[src/core/gdpc_pkg.sv]
package gdpc_pkg;

    // ****************************************************************
    // register map
    // ****************************************************************
    localparam int unsigned          NUM_PINS        = 13;
    localparam int unsigned          PU_LO           = 9;
    localparam int unsigned          PU_HI           = 12;
    localparam logic [7:0]           IDX_DBC_EN      = 8'h80;
    localparam logic [7:0]           IDX_PULLUP_EN   = 8'h81;
    localparam logic [7:0]           IDX_DBC_TIME    = 8'h82;
    localparam logic [7:0]           IDX_PIN_LEVEL   = 8'h83;
    localparam int unsigned          ADR_W           = 12;
    localparam logic [ADR_W-1:0]     ADR_DBC_EN      = ADR_W'({IDX_DBC_EN, 2'b00});
    localparam logic [ADR_W-1:0]     ADR_PULLUP_EN   = ADR_W'({IDX_PULLUP_EN, 2'b00});
    localparam logic [ADR_W-1:0]     ADR_DBC_TIME    = ADR_W'({IDX_DBC_TIME, 2'b00});
    localparam logic [ADR_W-1:0]     ADR_PIN_LEVEL   = ADR_W'({IDX_PIN_LEVEL, 2'b00});

    // ****************************************************************
    // reset values
    // ****************************************************************
    localparam logic [12:0]          RST_DBC_EN      = 13'h1FFF;
    localparam logic [3:0]           RST_PULLUP_EN   = 4'h0;
    localparam logic [1:0]           RST_DBC_TIME    = 2'h0;

    // ****************************************************************
    // debounce times
    // ****************************************************************
    localparam int unsigned          CLK_MHZ         = 125;
    localparam int unsigned          DBC_TIME0_US    = 62;
    localparam int unsigned          DBC_TIME1_US    = 125;
    localparam int unsigned          DBC_TIME2_US    = 250;
    localparam int unsigned          DBC_TIME3_US    = 500;
    localparam int unsigned          DBC_CYC0        = DBC_TIME0_US * CLK_MHZ;
    localparam int unsigned          DBC_CYC1        = DBC_TIME1_US * CLK_MHZ;
    localparam int unsigned          DBC_CYC2        = DBC_TIME2_US * CLK_MHZ;
    localparam int unsigned          DBC_CYC3        = DBC_TIME3_US * CLK_MHZ;
    localparam int unsigned          CNT_W           = 16;

    // ****************************************************************
    // filter states
    // ****************************************************************
    typedef enum logic [1:0] {
        GDPC_ST_STABLE = 2'h0,
        GDPC_ST_WAIT   = 2'h1
    } gdpc_state_e;

endpackage

[src/core/gdpc_debounce.sv]
`timescale 1ns/1ps
module gdpc_debounce (
    // clock and reset
    input  wire logic                       clk_sys_i,
    input  wire logic                       reset_n_i,
    input  wire logic                       clk_en_i,
    // control
    input  wire logic                       dbc_en_i,
    input  wire logic [gdpc_pkg::CNT_W-1:0] limit_i,
    // pin
    input  wire logic                       pin_i,
    output logic                            level_o
);

    // ****************************************************************
    // synchroniser
    // ****************************************************************
    // first stage only feeds the second
    logic [2:0]                  sync_q;
    logic                        level_q;
    logic                        level_d;
    logic [gdpc_pkg::CNT_W-1:0]  cnt_q;
    logic [gdpc_pkg::CNT_W-1:0]  cnt_d;
    gdpc_pkg::gdpc_state_e       state_q;
    gdpc_pkg::gdpc_state_e       state_d;
    wire                         agree  = (sync_q[1] == sync_q[2]);
    wire                         cand   = sync_q[2];
    wire                         change = agree && (cand != level_q);
    wire                         done   = (cnt_q >= limit_i);

    // ****************************************************************
    // filter
    // ****************************************************************
    always_comb begin
        level_d = level_q;
        cnt_d   = cnt_q;
        state_d = state_q;
        if (!dbc_en_i) begin
            if (change) begin
                level_d = cand;
            end
            state_d = gdpc_pkg::GDPC_ST_STABLE;
            cnt_d   = '0;
        end else begin
            case (state_q)
                gdpc_pkg::GDPC_ST_STABLE: begin
                    if (change) begin
                        state_d = gdpc_pkg::GDPC_ST_WAIT;
                        cnt_d   = 16'h0001;
                    end
                end
                gdpc_pkg::GDPC_ST_WAIT: begin
                    // any bounce restarts the wait
                    if (!change) begin
                        state_d = gdpc_pkg::GDPC_ST_STABLE;
                        cnt_d   = '0;
                    end else if (done) begin
                        level_d = cand;
                        state_d = gdpc_pkg::GDPC_ST_STABLE;
                        cnt_d   = '0;
                    end else begin
                        cnt_d   = cnt_q + 16'h0001;
                    end
                end
                default: begin
                    state_d = gdpc_pkg::GDPC_ST_STABLE;
                    cnt_d   = '0;
                end
            endcase
        end
    end

    always_ff @(posedge clk_sys_i or negedge reset_n_i) begin
        if (!reset_n_i) begin
            sync_q  <= 3'h0;
            level_q <= 1'b0;
            cnt_q   <= '0;
            state_q <= gdpc_pkg::GDPC_ST_STABLE;
        end else if (clk_en_i) begin
            sync_q  <= {sync_q[1:0], pin_i};
            level_q <= level_d;
            cnt_q   <= cnt_d;
            state_q <= state_d;
        end
    end

    assign level_o = level_q;

endmodule

[src/core/gdpc_top.sv]
// The Wishbone register port is this design's own decision.
`timescale 1ns/1ps
// Operation
// - each of pins 12..0 has a debounce enable; clear passes the synchronised input with no debounce wait.
// - all debounced pins share one two-bit time select field.
// - power-management reset sets every debounce enable to one.
// - pull-up enable for each of pins 12..9, effective only while that pin is an input.
// - power-management reset clears pull-up enables to a fixed zero.
module gdpc_top #(
    parameter int unsigned DBC_CYC0 = gdpc_pkg::DBC_CYC0,
    parameter int unsigned DBC_CYC1 = gdpc_pkg::DBC_CYC1,
    parameter int unsigned DBC_CYC2 = gdpc_pkg::DBC_CYC2,
    parameter int unsigned DBC_CYC3 = gdpc_pkg::DBC_CYC3
) (
    // clock and reset
    input  wire logic                        clk_sys_i,
    input  wire logic                        reset_n_i,
    input  wire logic                        clk_en_i,
    input  wire logic                        pm_reset_i,
    // wishbone slave
    input  wire logic                        wb_cyc_i,
    input  wire logic                        wb_stb_i,
    input  wire logic                        wb_we_i,
    input  wire logic [gdpc_pkg::ADR_W-1:0]  wb_adr_i,
    input  wire logic [3:0]                  wb_sel_i,
    input  wire logic [31:0]                 wb_dat_i,
    output logic [31:0]                      wb_dat_o,
    output logic                             wb_ack_o,
    // pins
    input  wire logic [12:0]                 pin_i,
    input  wire logic [12:0]                 pin_is_input_i,
    output logic [12:0]                      pin_level_o,
    output logic [12:9]                      pin_pullup_o
);

    // ****************************************************************
    // helpers
    // ****************************************************************
    function automatic logic hit(input logic [gdpc_pkg::ADR_W-1:0] adr,
                                 input logic [gdpc_pkg::ADR_W-1:0] reg_adr);
        hit = (adr[gdpc_pkg::ADR_W-1:2] == reg_adr[gdpc_pkg::ADR_W-1:2]);
    endfunction

    function automatic logic [15:0] merge16(input logic [15:0] old,
                                            input logic [31:0] wdat,
                                            input logic [3:0]  sel);
        merge16 = {sel[1] ? wdat[15:8] : old[15:8], sel[0] ? wdat[7:0] : old[7:0]};
    endfunction

    // ****************************************************************
    // registers
    // ****************************************************************
    logic [12:0]  dbc_en_q;
    logic [3:0]   pullup_en_q;
    logic [1:0]   dbc_time_q;
    logic         ack_q;
    logic [31:0]  rdat_q;
    logic [12:0]  level_w;

    wire          req        = wb_cyc_i && wb_stb_i;
    wire          wr_commit  = req && wb_we_i && ack_q;
    wire          hit_dbc    = hit(wb_adr_i, gdpc_pkg::ADR_DBC_EN);
    wire          hit_pu     = hit(wb_adr_i, gdpc_pkg::ADR_PULLUP_EN);
    wire          hit_time   = hit(wb_adr_i, gdpc_pkg::ADR_DBC_TIME);
    wire          hit_level  = hit(wb_adr_i, gdpc_pkg::ADR_PIN_LEVEL);
    wire [15:0]   dbc_wr     = merge16({3'h0, dbc_en_q}, wb_dat_i, wb_sel_i);
    wire [15:0]   pu_wr      = merge16({3'h0, pullup_en_q, 9'h000}, wb_dat_i, wb_sel_i);
    wire [15:0]   time_wr    = merge16({14'h0000, dbc_time_q}, wb_dat_i, wb_sel_i);

    // unmapped reads answer zero
    wire [31:0]   rdat_w     = hit_dbc   ? {19'h00000, dbc_en_q} :
                               hit_pu    ? {19'h00000, pullup_en_q, 9'h000} :
                               hit_time  ? {30'h00000000, dbc_time_q} :
                               hit_level ? {19'h00000, level_w} : 32'h00000000;

    always_ff @(posedge clk_sys_i or negedge reset_n_i) begin
        if (!reset_n_i) begin
            dbc_en_q    <= gdpc_pkg::RST_DBC_EN;
            pullup_en_q <= gdpc_pkg::RST_PULLUP_EN;
            dbc_time_q  <= gdpc_pkg::RST_DBC_TIME;
        end else if (clk_en_i) begin
            if (pm_reset_i) begin
                dbc_en_q    <= gdpc_pkg::RST_DBC_EN;
                pullup_en_q <= gdpc_pkg::RST_PULLUP_EN;
                dbc_time_q  <= gdpc_pkg::RST_DBC_TIME;
            end else if (wr_commit) begin
                if (hit_dbc) begin
                    dbc_en_q <= dbc_wr[12:0];
                end
                if (hit_pu) begin
                    pullup_en_q <= pu_wr[12:9];
                end
                if (hit_time) begin
                    dbc_time_q <= time_wr[1:0];
                end
            end
        end
    end

    // ****************************************************************
    // bus answer
    // ****************************************************************
    // one wait state keeps read data registered
    always_ff @(posedge clk_sys_i or negedge reset_n_i) begin
        if (!reset_n_i) begin
            ack_q  <= 1'b0;
            rdat_q <= 32'h00000000;
        end else if (clk_en_i) begin
            ack_q  <= req && !ack_q;
            rdat_q <= (req && !ack_q && !wb_we_i) ? rdat_w : 32'h00000000;
        end
    end

    assign wb_ack_o = ack_q;
    assign wb_dat_o = rdat_q;

    // ****************************************************************
    // debounce per pin
    // ****************************************************************
    // one shared limit; time select applies to all pins alike
    wire [gdpc_pkg::CNT_W-1:0] limit_w =
        (dbc_time_q == 2'h0) ? gdpc_pkg::CNT_W'(DBC_CYC0) :
        (dbc_time_q == 2'h1) ? gdpc_pkg::CNT_W'(DBC_CYC1) :
        (dbc_time_q == 2'h2) ? gdpc_pkg::CNT_W'(DBC_CYC2) :
                               gdpc_pkg::CNT_W'(DBC_CYC3);

    genvar g;
    generate
        for (g = 0; g < gdpc_pkg::NUM_PINS; g = g + 1) begin : g_pin
            gdpc_debounce u_dbc (
                .clk_sys_i (clk_sys_i),
                .reset_n_i (reset_n_i),
                .clk_en_i  (clk_en_i),
                .dbc_en_i  (dbc_en_q[g]),
                .limit_i   (limit_w),
                .pin_i     (pin_i[g]),
                .level_o   (level_w[g])
            );
        end
    endgenerate

    assign pin_level_o = level_w;

    // ****************************************************************
    // pull-up
    // ****************************************************************
    // pull-down lives elsewhere; mutual exclusion is up to software
    assign pin_pullup_o = pullup_en_q & pin_is_input_i[12:9];

endmodule

[config.mk]
export PLATFORM = sky130hd
export DESIGN_NAME = gdpc_top
export DESIGN_NICKNAME = d
export VERILOG_FILES = /design/src/core/gdpc_pkg.sv /design/src/core/gdpc_debounce.sv /design/src/core/gdpc_top.sv
export SDC_FILE = /design/constraint.sdc
export NUM_CORES = 1
export LEC_CHECK = 0
export BUFFER_PORTS_ARGS = -buffer_cell sky130_fd_sc_hd__buf_2
export CAP_MARGIN = 20
export CORE_UTILIZATION = 55
export CTS_CLUSTER_DIAMETER = 60
export DETAILED_ROUTE_END_ITERATION = 8
export PLACE_DENSITY = 0.73
export SYNTH_ARGS = -nofsm -noshare
export SYNTH_HDL_FRONTEND = slang
export SYNTH_HIERARCHICAL = 1
export SYNTH_SLANG_ARGS = --single-unit
[constraint.sdc]
create_clock -name clk_sys_i -period 5.8 [get_ports clk_sys_i]
set_input_delay 0.29 -clock clk_sys_i [delete_from_list [all_inputs] [get_ports clk_sys_i]]
set_output_delay 0.29 -clock clk_sys_i [all_outputs]
set_load 0.03 [all_outputs]
==> results.sh <==
export IMPL_numCtsBuffers=39
export IMPL_grt_max_degree=114
export IMPL_p_per_area_nw_per_um2=273
export IMPL_grt_pass1_vias=18700
export IMPL_slew_headroom_pct=25.1
export IMPL_synth_area_um2=22300
export IMPL_synthAdderAreaFrac_pct=12.8
export IMPL_post_route_drc_count=0
export IMPL_ys_async_sr_fraction_pct=100
export IMPL_drt_iter0_drc=1380
export IMPL_cellLeakagePower_nw=11.4
export IMPL_numClockSinks=306
export IMPL_fmax_ghz=0.230
export IMPL_comb_power_share_pct=25.5
export IMPL_cts_tree="built"
export IMPL_synth_main_ff_cell="dfrtp_1"
export IMPL_holdPathEnd="dbc_en_q[1]$_DFFE_PN1P_"
export IMPL_io_buffers=79
export IMPL_crit_type="reg -> reg"
export IMPL_yosysWarnings=6
export IMPL_grtUsageTotal_pct=28.0
export IMPL_core_um2=39800
export IMPL_r2r_cells=12
export IMPL_clkLatencyLatePin_ps=550
export IMPL_num_rows=73
export IMPL_cts_root_buf="clkbuf_16"
export IMPL_place_area_um2=23200
export IMPL_synth_top_family_by_area="simple AND/OR/NAND/NOR gates"
export IMPL_post_route_cell_area_um2=24600
export IMPL_timing_rr_start="dbc_time_q[0]$_DFFE_PN0P_"
export IMPL_synthTopCellsByArea="dfrtp_1 33%, ha_1 13%, inv_1 4.7%"
export IMPL_htreeDepth=2
export IMPL_path_clk_slew_ps=60
export IMPL_drive_gt1_share_pct=13.3
export IMPL_cts_buffer_depth=3
export IMPL_timing_setup_tns_ps=0
export IMPL_antenna_found_initial=0
export IMPL_routed_wl_um=56700
export IMPL_tightest_slew_ps=1120
export IMPL_finClkSkew_ps=12.8
export IMPL_firstDrtPassIters=5
export IMPL_grt_pass1_wl_um=93700
export IMPL_critPathLaunchType="flop"
export IMPL_fin_util_pct=61.8
export IMPL_postSynthCellCount=2419
export IMPL_synth_commonest_cells="293 x dfrtp_1, 279 x inv_1, 228 x ha_1"
export IMPL_n_antenna_cell=0
export IMPL_seq_area_frac_synth_pct=34.4
export IMPL_critical_path_reg2reg_endpoint="g_pin[5].u_dbc/cnt_q[1]$_DFFE_PN0P_"
export IMPL_p_int_w=0.00437
export IMPL_fillerInstances=3344
export IMPL_avgSynthCellArea_um2=9.22
export IMPL_hold_path_class="in -> reg"
export IMPL_dp_hpwl_um=38700
export IMPL_arrival_ps=4810
export IMPL_die_w_um=203
export IMPL_rsz0062_at_grt="no"
export IMPL_synth_top_area_share_pct=32.9
export IMPL_synthMuxAreaShare_pct=2.19
export IMPL_vias_per_cell=5.99
export IMPL_finalSetupViolations=0
export IMPL_die_h_um=203
export IMPL_p_seq_share_pct=39.2
export IMPL_drv_cap=0
export IMPL_ir_drop_v=0.000152
export IMPL_synth_edf_count=0
export IMPL_crit_path_end_kind="flop"
export IMPL_status="finished, final reports clean"
export IMPL_critPathRequiredTime_ps=6260
export IMPL_fin_crit_ps=4350
export IMPL_critPathMaxFanout=12
export IMPL_die_area_um2=41300
export IMPL_p_sw_w=0.00234
export IMPL_vias=18500
export IMPL_ios=131
export IMPL_reg2reg_setup_slack_ps=1450
export IMPL_maxSlewViolCount=0
export IMPL_synth_xor_area_share_pct=5.26
export IMPL_synth_compound_area_share_pct=15.9
export IMPL_yosys_area_top_type="dfrtp_1"
export IMPL_antenna_left=0
export IMPL_start_util_pct=56.0
export IMPL_hold_depth=3
export IMPL_swShare_pct=34.8
export IMPL_clock_power_share_pct=35.3
export IMPL_place_congestion=0.881
export IMPL_finalNetCount=2844
export IMPL_yosysMostFrequentCell="dfrtp_1"
export IMPL_finalHoldViolCount=0
export IMPL_globalRouteOverflowTotal=0
export IMPL_wl_per_cell_um=18.4
export IMPL_min_period_over_period_pct=74.9
export IMPL_yosys_register_bits=306
export IMPL_hp_start="wb_dat_i[1]"
export IMPL_ys_types=71
export IMPL_synth_simple_area_share_pct=22.6
export IMPL_syn_to_final_growth_pct=10.4
-- logic make-up after synthesis --
| group | after synthesis |
|---|---|
| AND/OR/NAND/NOR | 884 |
| AO/OA/AOI/OAI | 457 |
| buffers and inverters | 364 |
| flip-flops | 306 |
| adder cells (fa/ha/maj) | 228 |
| XOR/XNOR | 134 |
| multiplexers | 44 |
| other | 2 |
-- power groups by stage --
stage	Sequential (W)	Clock, W	Combinational (W)
2_1_floorplan	0.00259	0	0.00130
3_3_place_gp	0.00265	0	0.00161
3_5_place_dp	0.00266	0	0.00168
4_1_cts	0.00263	0.00242	0.00170
5_1_grt	0.00267	0.00251	0.00191
6_report	0.00263	0.00237	0.00171
-- metal layers --
layer | up-vias | wire [um] | GRT usage, %
met5 | - | 0 | 0
met4 | 0 | 1760 | 9.83
met3 | 123 | 3150 | 4.35
met1 | 9077 | 24600 | 36.3
met2 | 492 | 27200 | 47.2
li1 | 8816 | - | -
-- cell type report --
type	count	area [um^2]	share of cell area (%)
Clock buffer	59	1140	4.64
Clock inverter	10	86.3	0.351
Inverter	280	1050	4.27
Multi-Input combinational cell	1792	13300	53.9
Sequential cell	306	7670	31.2
Tap cell	525	657	2.67
Timing Repair Buffer	116	747	3.03
-- stage by stage --
stage	instances	hold WS [ps]	total power [W]	setup WS, ps
final	3088	58.5	0.00671	1450
after global placement	2996	417	0.00426	1630
after detailed placement	2996	418	0.00434	1530
after CTS	3088	26.1	0.00675	1550
after global routing	3088	41.4	0.00709	1250
after floorplan	2462	-5.59	0.00389	2840
-- worst max path at each step --
stage / startpoint / end / slack, ps / cells after the start
detailed placement: dbc_time_q[0]$_DFFE_PN0P_ / g_pin[5].u_dbc/cnt_q[1]$_DFFE_PN0P_ / 1530 / 11
floorplan: dbc_time_q[0]$_DFFE_PN0P_ / g_pin[9].u_dbc/cnt_q[14]$_DFFE_PN0P_ / 2840 / 11
global route: dbc_time_q[0]$_DFFE_PN0P_ / g_pin[5].u_dbc/cnt_q[1]$_DFFE_PN0P_ / 1250 / 12
CTS: dbc_time_q[0]$_DFFE_PN0P_ / g_pin[2].u_dbc/cnt_q[12]$_DFFE_PN0P_ / 1550 / 11
finish: dbc_time_q[0]$_DFFE_PN0P_ / g_pin[5].u_dbc/cnt_q[1]$_DFFE_PN0P_ / 1450 / 12
global placement: dbc_time_q[0]$_DFFE_PN0P_ / g_pin[2].u_dbc/cnt_q[1]$_DFFE_PN0P_ / 1630 / 11
-- what timing repair did --
action | CTS | global route
setup buffers | 0 | 0
hold endpoints to repair | 129 | 0
hold buffers | 23 | 0
resized for setup | 0 | 0
-- critical path, cell delays in order (launching register included) --
cell and delay, ps:
dfrtp_1 440, inv_1 140, ha_1 520, nor2_1 870
buf_4 350, inv_1 90, ha_1 320, o21ai_0 160
nor2_1 70, nor3b_2 230, and4bb_1 410, nand2_1 370
o21ai_0 280
-- state kept, by name, summed over array words and instances, names as in the netlist --
name and flops:
g_pin.u_dbc/cnt_q 208, g_pin.u_dbc/sync_q 39, dbc_en_q 13, g_pin.u_dbc/level_o 13, g_pin.u_dbc/state_q 13, wb_dat_o 13, pullup_en_q 4, dbc_time_q 2
wb_ack_o 1
-- layout by cell type, fill, tap and decap left out, types with 14 or more instances in the layout --
| cell | instances |
|---|---|
| clkbuf_16 | 41 |
| nor2_1 | 126 |
| o21ai_0 | 55 |
| dlygate4sd3_1 | 23 |
| a21oi_1 | 175 |
| a211oi_1 | 33 |
| nand4_1 | 127 |
| xnor2_1 | 68 |
| nor3_1 | 34 |
| and3b_1 | 16 |
| and3_1 | 37 |
| nor4_1 | 15 |
| buf_2 | 77 |
| nand3_1 | 103 |
| conb_1 | 45 |
| nor4_2 | 14 |
| o211ai_1 | 42 |
| inv_1 | 279 |
| nand2_1 | 226 |
| nand4b_1 | 14 |
| nor3b_2 | 24 |
| mux2_2 | 39 |
| dfrtp_1 | 293 |
| nand2b_1 | 51 |
| xor2_1 | 66 |
| buf_4 | 14 |
| ha_1 | 227 |
| and2_1 | 29 |
(Power assumes the default switching activity.)
